===== src/verilog/rdt_pkg.sv =====
// Package for the 16-bit reload down timer: register map, field layout,
// codes, and the types shared by the timer core and its pin synchroniser.
// Assumes a 32-bit AXI4-Lite master and a single 20 MHz clock domain.
package rdt_pkg;

  localparam int          CNT_W     = 16;
  localparam int          ADDR_W    = 8;
  localparam int          PRESC_N   = 7;

  // Register byte addresses, one aligned word each
  localparam logic [7:0]  A_CSR_LO  = 8'h00;
  localparam logic [7:0]  A_CSR_HI  = 8'h04;
  localparam logic [7:0]  A_RLD_LO  = 8'h08;
  localparam logic [7:0]  A_RLD_HI  = 8'h0c;
  localparam logic [7:0]  A_CNT_LO  = 8'h10;
  localparam logic [7:0]  A_CNT_HI  = 8'h14;

  // control_status_low bit positions
  localparam int          B_TRG     = 0;
  localparam int          B_COUNT_ENABLE    = 1;
  localparam int          B_UF      = 2;
  localparam int          B_UNDERFLOW_IRQ_ENABLE    = 3;
  localparam int          B_RELOAD_SELECT    = 4;
  localparam int          B_OUTPUT_LEVEL    = 5;
  localparam int          B_OUTPUT_ENABLE    = 6;

  // control_status_high field positions
  localparam int          F_MOD_LSB = 0;
  localparam int          F_CSL_LSB = 3;
  localparam int          B_GATE    = 2;
  localparam int          B_GATE_HI = 0;
  localparam int          B_RISE    = 0;
  localparam int          B_FALL    = 1;

  localparam logic [2:0]  CSL_EVENT = 3'h7;
  localparam logic [15:0] CNT_ALL1  = 16'hffff;
  localparam logic [15:0] CNT_ZERO  = 16'h0000;
  localparam logic [1:0]  RESP_OK   = 2'h0;
  localparam logic [1:0]  RESP_ERR  = 2'h2;

  typedef enum logic [1:0] {PH_STOP, PH_WAIT, PH_RUN} rdt_phase_t;

  typedef struct packed {
    logic level;
    logic rise;
    logic fall;
  } rdt_pin_ev_t;

  typedef struct packed {
    logic [2:0] sync;
    logic       level;
    logic       rise;
    logic       fall;
  } rdt_sync_st_t;

  typedef struct packed {
    rdt_phase_t  phase;
    logic [15:0] cnt;
    logic [15:0] rld;
    logic [2:0]  csl;
    logic [2:0]  mod;
    logic        output_enable;
    logic        output_level;
    logic        reload_select;
    logic        underflow_irq_enable;
    logic        uf;
    logic        count_enable;
    logic        tog;
    logic        irq;
    logic        wave;
    logic        aw_got;
    logic        w_got;
    logic [7:0]  waddr;
    logic [7:0]  wdata;
    logic        wlane;
    logic        awready;
    logic        wready;
    logic        bvalid;
    logic [1:0]  bresp;
    logic        arready;
    logic        rvalid;
    logic [31:0] rdata;
    logic [1:0]  rresp;
  } rdt_state_t;

  localparam rdt_state_t ST_RESET = '0;

endpackage : rdt_pkg


===== src/verilog/rdt_pin_sync.sv =====
// Synchroniser and edge detector for the timer's external input pin.
// Assumes the pin is asynchronous to aclk; adds four cycles of latency.
`timescale 1ns/1ps
module rdt_pin_sync
  import rdt_pkg::*;
(
  input  wire logic  aclk,     // Machine clock
  input  wire logic  aresetn,  // Synchronous reset, active low
  input  wire logic  pin_in,   // Raw external pin level
  output rdt_pin_ev_t ev       // Filtered level and edge pulses
);

  rdt_sync_st_t s_r;
  rdt_sync_st_t s_nxt;

  always_comb begin
    s_nxt      = s_r;
    s_nxt.sync = {s_r.sync[1:0], pin_in};
    s_nxt.rise = 1'b0;
    s_nxt.fall = 1'b0;
    // Stage one feeds only stage two; decisions use the later pair
    if (s_r.sync[1] == s_r.sync[2] && s_r.sync[2] != s_r.level) begin
      s_nxt.level = s_r.sync[2];
      s_nxt.rise  = s_r.sync[2];
      s_nxt.fall  = ~s_r.sync[2];
    end
  end

  always_ff @(posedge aclk) begin
    if (!aresetn) begin
      s_r <= '0;
    end else begin
      s_r <= s_nxt;
    end
  end

  assign ev = '{level: s_r.level, rise: s_r.rise, fall: s_r.fall};

endmodule : rdt_pin_sync


===== src/verilog/rdt_timer.sv =====
// One channel of a 16-bit reload down timer with an AXI4-Lite register
// slave. Assumes prescaled tick pulses arrive from same-clock logic.
// Behaviour
// - Wrap from zero sets the underflow flag
// - Flag and enable together raise the interrupt
// - Enabling with flag already set fires immediately
// - Three phases: halted, waiting, running
// - Internal mode decrements per selected prescaler tick
// - Start loads reload value and begins counting
// - Enable plus trigger in one write starts
// - Reload mode reloads on underflow and continues
// - Reload mode output toggles at each underflow
// - Selected pin edge starts counter when enabled
// - Software trigger also starts in edge mode
// - Gate mode counts only at active pin level
// - One-shot underflow stops counter at all ones
// - One-shot output marks the running interval
// - Event mode decrements on selected pin edges
// - Event mode arms on enable plus trigger
// - Writing zero to flag clears it
// - Clock select seven means event count mode
// - Trigger config decodes soft, edges, gate level
// - Output enable hands the pin to the timer
//
// The AXI4-Lite slave port and the register offsets were left to the implementer.
`timescale 1ns/1ps
module rdt_timer
  import rdt_pkg::*;
#(
  parameter int TIMER_W = CNT_W  // Counter width
)(
  input  wire logic               aclk,          // 20 MHz machine clock
  input  wire logic               aresetn,       // Synchronous reset
  input  wire logic [PRESC_N-1:0] presc_tick,    // Prescaler pulses
  input  wire logic               ext_input_pin, // Trigger/gate/event
  output logic                    wave_output_pin, // Timer waveform
  output logic                    wave_output_sel, // Timer owns pin
  output logic                    underflow_irq,   // Interrupt request
  input  wire logic [ADDR_W-1:0]  s_axi_awaddr,  // Write address
  input  wire logic               s_axi_awvalid, // Write addr valid
  output logic                    s_axi_awready, // Write addr ready
  input  wire logic [31:0]        s_axi_wdata,   // Write data
  input  wire logic [3:0]         s_axi_wstrb,   // Byte enables
  input  wire logic               s_axi_wvalid,  // Write data valid
  output logic                    s_axi_wready,  // Write data ready
  output logic [1:0]              s_axi_bresp,   // Write response
  output logic                    s_axi_bvalid,  // Response valid
  input  wire logic               s_axi_bready,  // Response ready
  input  wire logic [ADDR_W-1:0]  s_axi_araddr,  // Read address
  input  wire logic               s_axi_arvalid, // Read addr valid
  output logic                    s_axi_arready, // Read addr ready
  output logic [31:0]             s_axi_rdata,   // Read data
  output logic [1:0]              s_axi_rresp,   // Read response
  output logic                    s_axi_rvalid,  // Read data valid
  input  wire logic               s_axi_rready   // Read data ready
);

  if (TIMER_W != CNT_W) begin : g_bad_width
    $error("rdt_timer: only a 16-bit counter is supported");
  end

  rdt_state_t  s_r;
  rdt_state_t  s_nxt;
  rdt_pin_ev_t pin_ev;

  // Bus and timer events exposed for the checks below
  logic        wr_do;
  logic        wr_lo;
  logic        start;
  logic        tick;
  logic        gate_ok;
  logic        uf_set;

  rdt_pin_sync u_pin_sync (
    .aclk    (aclk),
    .aresetn (aresetn),
    .pin_in  (ext_input_pin),
    .ev      (pin_ev)
  );

  function automatic logic is_mapped(input logic [7:0] a);
    is_mapped = (a == A_CSR_LO) || (a == A_CSR_HI) ||
                (a == A_RLD_LO) || (a == A_RLD_HI) ||
                (a == A_CNT_LO) || (a == A_CNT_HI);
  endfunction : is_mapped

  // Prohibited gate codes in event mode simply never see an edge
  function automatic logic edge_hit(input logic [2:0] m,
                                    input rdt_pin_ev_t e);
    edge_hit = ~m[B_GATE] &
               ((m[B_RISE] & e.rise) | (m[B_FALL] & e.fall));
  endfunction : edge_hit

  function automatic logic [31:0] read_word(input rdt_state_t st,
                                            input logic [7:0] a);
    read_word = '0;
    unique case (a)
      A_CSR_LO: read_word[7:0] = {1'b0, st.output_enable, st.output_level, st.reload_select,
                                  st.underflow_irq_enable, st.uf, st.count_enable,
                                  1'b0};
      A_CSR_HI: read_word[7:0] = {2'h0, st.csl, st.mod};
      A_RLD_LO: read_word[7:0] = st.rld[7:0];
      A_RLD_HI: read_word[7:0] = st.rld[15:8];
      A_CNT_LO: read_word[7:0] = st.cnt[7:0];
      A_CNT_HI: read_word[7:0] = st.cnt[15:8];
      default:  read_word = '0;
    endcase
  endfunction : read_word

  always_comb begin
    logic event_mode;
    event_mode = 1'b0;
    s_nxt      = s_r;
    wr_do      = s_r.aw_got & s_r.w_got & ~s_r.bvalid;
    wr_lo      = wr_do & s_r.wlane & (s_r.waddr == A_CSR_LO);

    // Write channel: address and data taken independently
    if (s_axi_awvalid && s_r.awready) begin
      s_nxt.aw_got = 1'b1;
      s_nxt.waddr  = s_axi_awaddr;
    end
    if (s_axi_wvalid && s_r.wready) begin
      s_nxt.w_got = 1'b1;
      s_nxt.wdata = s_axi_wdata[7:0];
      s_nxt.wlane = s_axi_wstrb[0];
    end
    if (s_r.bvalid && s_axi_bready) begin
      s_nxt.bvalid = 1'b0;
    end
    if (wr_do) begin
      s_nxt.aw_got = 1'b0;
      s_nxt.w_got  = 1'b0;
      s_nxt.bvalid = 1'b1;
      s_nxt.bresp  = is_mapped(s_r.waddr) ? RESP_OK : RESP_ERR;
      if (s_r.wlane) begin
        unique case (s_r.waddr)
          A_CSR_LO: begin
            s_nxt.output_enable = s_r.wdata[B_OUTPUT_ENABLE];
            s_nxt.output_level = s_r.wdata[B_OUTPUT_LEVEL];
            s_nxt.reload_select = s_r.wdata[B_RELOAD_SELECT];
            s_nxt.underflow_irq_enable = s_r.wdata[B_UNDERFLOW_IRQ_ENABLE];
            s_nxt.count_enable = s_r.wdata[B_COUNT_ENABLE];
            if (!s_r.wdata[B_UF]) begin
              s_nxt.uf = 1'b0;
            end
          end
          A_CSR_HI: begin
            s_nxt.csl = s_r.wdata[F_CSL_LSB +: 3];
            s_nxt.mod = s_r.wdata[F_MOD_LSB +: 3];
          end
          A_RLD_LO: s_nxt.rld[7:0]  = s_r.wdata;
          A_RLD_HI: s_nxt.rld[15:8] = s_r.wdata;
          default:  s_nxt.bresp = s_nxt.bresp;
        endcase
      end
    end
    s_nxt.awready = ~s_nxt.aw_got & ~s_nxt.bvalid;
    s_nxt.wready  = ~s_nxt.w_got & ~s_nxt.bvalid;

    // Read channel: one read outstanding, answered one edge later
    if (s_r.rvalid && s_axi_rready) begin
      s_nxt.rvalid = 1'b0;
    end
    if (s_axi_arvalid && s_r.arready) begin
      s_nxt.rvalid = 1'b1;
      s_nxt.rdata  = read_word(s_r, s_axi_araddr);
      s_nxt.rresp  = is_mapped(s_axi_araddr) ? RESP_OK : RESP_ERR;
    end
    s_nxt.arready = ~s_nxt.rvalid;

    // Count source and gate, from the updated configuration
    event_mode = (s_nxt.csl == CSL_EVENT);
    tick       = event_mode ? edge_hit(s_nxt.mod, pin_ev)
                            : presc_tick[s_nxt.csl];
    gate_ok    = event_mode || !s_nxt.mod[B_GATE] ||
                 (pin_ev.level == s_nxt.mod[B_GATE_HI]);

    // Trigger bit is a strobe only; a zero write does nothing
    start = s_nxt.count_enable &
            ((wr_lo & s_r.wdata[B_TRG]) |
             (~event_mode & edge_hit(s_nxt.mod, pin_ev)));

    uf_set = 1'b0;
    if (!s_nxt.count_enable) begin
      s_nxt.phase = PH_STOP;
    end else if (start) begin
      s_nxt.phase = PH_RUN;
      s_nxt.cnt   = s_nxt.rld;
      s_nxt.tog   = 1'b0;
    end else if (s_r.phase == PH_STOP) begin
      s_nxt.phase = PH_WAIT;
    end else if (s_r.phase == PH_RUN && tick && gate_ok) begin
      if (s_r.cnt == CNT_ZERO) begin
        uf_set = 1'b1;
        if (s_nxt.reload_select) begin
          s_nxt.cnt = s_nxt.rld;
          s_nxt.tog = ~s_r.tog;
        end else begin
          s_nxt.cnt   = CNT_ALL1;
          s_nxt.phase = PH_WAIT;
        end
      end else begin
        s_nxt.cnt = s_r.cnt - 16'h0001;
      end
    end

    // A new underflow beats a clearing write in the same cycle
    s_nxt.uf   = s_nxt.uf | uf_set;
    s_nxt.irq  = s_nxt.uf & s_nxt.underflow_irq_enable;
    s_nxt.wave = s_nxt.output_level ^ (s_nxt.reload_select ? s_nxt.tog
                                          : (s_nxt.phase == PH_RUN));
  end

  always_ff @(posedge aclk) begin
    if (!aresetn) begin
      s_r <= ST_RESET;
    end else begin
      s_r <= s_nxt;
    end
  end

  // Pin override is just the enable bit; port direction lives elsewhere
  assign wave_output_pin = s_r.wave;
  assign wave_output_sel = s_r.output_enable;
  assign underflow_irq   = s_r.irq;
  assign s_axi_awready   = s_r.awready;
  assign s_axi_wready    = s_r.wready;
  assign s_axi_bvalid    = s_r.bvalid;
  assign s_axi_bresp     = s_r.bresp;
  assign s_axi_arready   = s_r.arready;
  assign s_axi_rvalid    = s_r.rvalid;
  assign s_axi_rdata     = s_r.rdata;
  assign s_axi_rresp     = s_r.rresp;
endmodule : rdt_timer

===== config.mk =====
export PLATFORM = sky130hd
export DESIGN_NAME = rdt_timer
export DESIGN_NICKNAME = d
export VERILOG_FILES = /design/src/verilog/rdt_pkg.sv /design/src/verilog/rdt_pin_sync.sv /design/src/verilog/rdt_timer.sv
export SDC_FILE = /design/constraint.sdc
export NUM_CORES = 1
export LEC_CHECK = 0
export ABC_AREA = 1
export BUFFER_PORTS_ARGS = -buffer_cell sky130_fd_sc_hd__buf_2
export CAP_MARGIN = 40
export CORE_MARGIN = 2
export CORE_UTILIZATION = 43
export DETAILED_ROUTE_END_ITERATION = 6
export GPL_TIMING_DRIVEN = 0
export PLACE_DENSITY = 0.65
export SYNTH_ARGS = -nofsm -noshare
export SYNTH_HDL_FRONTEND = slang
export SYNTH_SLANG_ARGS = --single-unit

===== constraint.sdc =====
create_clock -name aclk -period 5.7 [get_ports aclk]
set_clock_uncertainty 0.05 [all_clocks]
set_input_delay 0 -clock aclk [delete_from_list [all_inputs] [get_ports aclk]]
set_output_delay 0 -clock aclk [all_outputs]
set_load 0.01 [all_outputs]

## After elaboration in Yosys (flattened, before gate mapping)

Index checks and enable logic that the tools add are counted.

- Bits in registers: 91
- ROM bits: 0
- Memories: 0
- Bits in writable memories: 0
- Word-level logic and storage cells: 146
- Output and inout bits: 44
- Latch bits: 0

- Reductions and logical operators: 29
- Bitwise logic cells: 26
- Shift operators: 0
- $add $sub $neg: 1
- Eq/ne operators: 17
- Div/mod/pow operators: 0
- $mul: 0
- Magnitude comparators: 1
- Muxes and demuxes: 41

Operators with widths:

| operator | count |
|---|---|
| $mux W28 | 2 |
| $mux W16 | 3 |
| $pmux W8 S6 | 1 |
| $mux W18 | 2 |
| $mux W35 | 1 |
| $eq A8 B4 Y1 const B | 4 |
| $eq A8 B5 Y1 const B | 4 |
| $mux W1 | 19 |
| $eq A8 B3 Y1 const B | 2 |
| $logic_not A16 Y1 | 1 |
| $logic_not A8 Y1 | 2 |
| $mux W8 | 2 |
| $sub A16 B1 Y16 const B | 1 |
| $mux W2 | 7 |
| $and A1 B1 Y1 | 13 |
| $logic_or A1 B1 Y1 | 12 |
| $mux W6 | 2 |
| $not A1 Y1 | 9 |
| $logic_and A1 B1 Y1 | 8 |
| $reduce_and A3 Y1 | 2 |
| $eq A2 B2 Y1 const B | 2 |
| $lt A3 B4 Y1 const B | 1 |
| $bmux W1 S3 | 1 |
| $eq A3 B3 Y1 const B | 1 |
| other kinds (10) | 13 |

## Depth between registers and ports, before layout

- Depth after elaboration: 17
- Depth in mapped cells: 20

## Hierarchy

Synthesis repeated with hierarchy kept, for this count alone.

- Cell total of the unflattened synthesis: 669
- Area, all modules: 4752.1 um^2

By module, submodules not included:

| module | instances | cells an instance | area each (um^2) |
|---|---|---|---|
| rdt_timer | 1 | 643 | 4543.1 |
| rdt_pin_sync | 1 | 26 | 209.0 |

## Worst setup path before layout

Ideal clock, no wire load.

- Kind: register to register
- Start: reg s_r[91] in the netlist's numbering
- End: reg s_r[94] in the netlist's numbering
- Buffers on the path: 1
- Path slack: 3524 ps
- Data required time: 5533 ps
- Arrival: 2009 ps
- Period minus slack after synthesis: 2176 ps
- Stages on the path, launching flop included: 15
- Cell sequence: dfxtp_1 > inv_1 > ha_1 > nand2_1 > nor3_2 > nand2_1 > inv_1 > nand3_1 > nor2_1 > inv_1 > nor2_2 > clkbuf_1 > o21ai_0 > a21oi_2 > nor2_1

- Longest elaborated chain between the ends: 5
- Elaborated cells on any way between the ends: 6
- Those cells by class: add/sub: 1; mux: 4; reduce/logical: 1

Ends and longest elaborated chain:

| what | line | text |
|---|---|---|
| start, declared | rdt_timer.sv:62 | `rdt_state_t s_r;` |
| start signal, assigned | rdt_timer.sv:218 | `s_r <= s_nxt;` |
| $sub A16 B1 Y16 / $logic_not A16 Y1 (equally long branches) | rdt_timer.sv:203, rdt_timer.sv:193 |  |
| $mux W16 (*) | rdt_timer.sv:193 | `if (s_r.cnt == CNT_ZERO) begin` |
| $mux W18 (*) | rdt_timer.sv:192 | `end else if (s_r.phase == PH_RUN && tick && gate_ok) begin` |
| $mux W16 (*) | rdt_timer.sv:190 | `end else if (s_r.phase == PH_STOP) begin` |
| $mux W18 (*) | rdt_timer.sv:186 | `end else if (start) begin` |

Every way passes the cells marked *; elsewhere a longest branch is shown, timed or not. The select of a mux whose other input is x is not followed.
A chain may end at the register's enable or synchronous reset.

## Final worst setup path

Ends and elaborated chain as after synthesis.

==> metrics <==
Mapped Area approximately 4800 µm²; crit path time final 2.84 ns; Synth area leaders dfxtp_1, nand2_1, nor2_1; I/O Buffers 56; worst hold slack around 0.034 ns; most common cell after layout, fill and taps aside nand2_1; DR vias/cell just over 5; critical path depth in cells 14; starting density of the core 0.443; storage element area between 1500 and 2000 µm²; CP max stage delay roughly 0.34 ns; chip width 110 µm; largest net degree at the start of global routing 16; clk root buf clkbuf_8; switch share 0.247; CP arrival slightly above 3 ns; Worst slew margin 0.488; final setup violation count 0; die height about 110 µm; Layout area overhead 21.9%; Setup crit start s_r[91]; clk sink count 89; Total GRT Usage 0.240; htree depth 3; Period Utilization, post-route 0.498; first-pass GRT wire length between 20 and 25 mm; critical path class flop to flop; Comb power frac 0.101; slowest stage cell on the critical path dfxtp_1; FF-to-FF setup slack 2.86 ns; Clock Power Share 0.404; sequential power share 0.495; Cell Rows 38; CP cell instances inv_1 > ha_1 > nand2_1 > nor3_2 > nand2_1 > inv_1 > nand3_1 > nor2_1 > inv_1 > nor2_2 > clkbuf_1 > o21ai_0 > a21oi_2 > nor2_1; cell internal pwr 0.000990 W; I/O Pins between 100 and 150; Power Total about 0.0013 W; final-report hold violation count 0; DRC 0; R2R cell count 14; fill count approximately 1100; Avg WL per Cell ~15 µm; Power Dens Cells about 220 nW/µm²; hold buffer count at cts 25; Syn Area/Cell between 7 and 8 µm²; vias in the first global route ~4400; Reg-to-Reg End s_r[94]; Final Cell Area just under 6000 µm²; post-synth cell types 45; Yosys warning count 0; antenna-violating nets left 0; Final HPWL DP approximately 10 mm; status complete, no violations; initial antenna violation count 0; post-synthesis register bit count between 80 and 90; number of diodes 0; Max Transition Viols Final 0; Post-Route WL 13.7 mm; clock tree buffer depth 2; Post-synth EDFFs 0; critical path startpoint category flop; Initial DRT Pass Iterations 5; NetSw 0.000325 W; GP Congestion 0.965; most frequent CP cell inv_1; Worst Path Max Fanout 10; worst-margin pin slew approximately 0.77 ns; worst-skew pair later-pin latency ~0.38 ns; CP delay by family, top simple AND/OR/NAND/NOR gates; Max Cap Viol 0; worst vdd ir approximately 220 µV; Worst Setup End Kind flop; placed cell area roughly 5400 µm²; LEAKAGE 2.76 nW; Vias approximately 4700; Multi-input gate area 2420 µm²; cts repair resizes 0; post-synthesis sequential area ratio 0.371; CORE AREA 10800 µm²; asr flop ratio synth 0; CTS clk-pin slew, worst paths ~0.090 ns; die area around 12000 µm²; Synth area leader dfxtp_1; Cells after Synth around 670; layout net count between 800 and 900; DRT iter0 DRCs ~320; Buf/Inv on CP 4; total CTS buffers 9; WP data required around 6 ns; # Post-CTS Setup Buffers 0; reg-to-reg critical path startpoint s_r[91]; Congestion Overflow GR 0; Critical path destination s_r[94]; CTS tree yes; RSZ-0062 raised after global routing false; final setup TNS 0 ns; top cell type's share of synthesized area 0.371; top_reg_cell synth dfxtp_1; fmax about 0.35 GHz; HP Class input pin to flop; most frequent cells in the layout nand2_1, nor2_1, dfxtp_1; layout cells sized above 1 0.205
==> synth_stat cells (12+ instances only) <==
master,n
nand3_1,37
nor2_1,100
a21oi_1,35
inv_1,71
clkbuf_1,13
a21oi_2,12
dfxtp_1,89
nand2_1,101
nor3_1,12
buf_4,37
o21ai_0,56
==> flip-flops by register name, indices dropped and copies added (netlist names), 2 cells and up <==
| name | count |
|---|---|
| s_axi_rdata | 8 |
| u_pin_sync.ev | 3 |
| s_r | 65 |
| u_pin_sync.s_nxt | 2 |
==> stage by stage <==
stage / std cells / utilization / worst slack (ns)
2_1_floorplan: 696 / - / 3.52
3_3_place_gp: 892 / 0.493 / 2.96
3_5_place_dp: 894 / 0.494 / 2.92
4_1_cts: 935 / 0.540 / 2.90
5_1_grt: 935 / 0.540 / 2.56
6_report: 935 / 0.540 / 2.86
==> worst min-delay path by stage <==
| stage | endpoint | from | cells past startpoint | slack (ns) |
|---|---|---|---|---|
| 3_5_place_dp | u_pin_sync.s_nxt[4] | ext_input_pin | 3 | 0.14 |
| 4_1_cts | s_axi_rdata[6] | s_axi_arvalid | 4 | 0.01 |
| 2_1_floorplan | u_pin_sync.s_nxt[4] | ext_input_pin | 2 | 0.05 |
| 3_3_place_gp | u_pin_sync.s_nxt[4] | ext_input_pin | 3 | 0.13 |
| 6_report | s_axi_rdata[6] | s_axi_arvalid | 4 | 0.03 |
| 5_1_grt | s_axi_rdata[7] | s_axi_arvalid | 4 | 0.06 |
==> layer usage <==
metal,vias to the layer above,routed length [µm],track usage
met4,0,267,0.0750
met2,184,6290,0.389
met5,-,0,0
met1,2135,6100,0.318
li1,2367,-,-
met3,15,996,0.0522
==> cells by family after synthesis <==
family | after synthesis | synth area share
compound gates | 140 | 0.171
xor+xnor | 12 | 0.0219
fa+ha+maj | 1 | 0.00261
buf+inv | 137 | 0.143
flops | 89 | 0.371
mux | 9 | 0.0188
other cells | 1 | 0.000782
simple gates | 282 | 0.270
==> cell type report <==
cell class | instances | area share
Buffer | 57 | 0.0657
Clock buffer | 10 | 0.0218
Clock inverter | 6 | 0.0197
Inverter | 80 | 0.0518
Multi-Input combinational cell | 470 | 0.414
Sequential cell | 89 | 0.305
Tap cell | 140 | 0.0299
Timing Repair Buffer | 83 | 0.0924
==> tightest hold or removal path: cells and delay by family <==
family / cells / cell delay [ns]
simple gates: 2 / 0.29
buf+inv: 1 / 0.07
compound gates: 1 / 0.05
==> power by group through the flow <==
stage	Combinational (W)	Clock, W	Sequential [W]
floorplan	0.0000805	0	0.000662
global placement	0.000117	0	0.000664
detailed placement	0.000119	0	0.000665
CTS	0.000132	0.000537	0.000650
global route	0.000148	0.000564	0.000652
finish	0.000133	0.000531	0.000650
(Power assumes the default switching activity.)
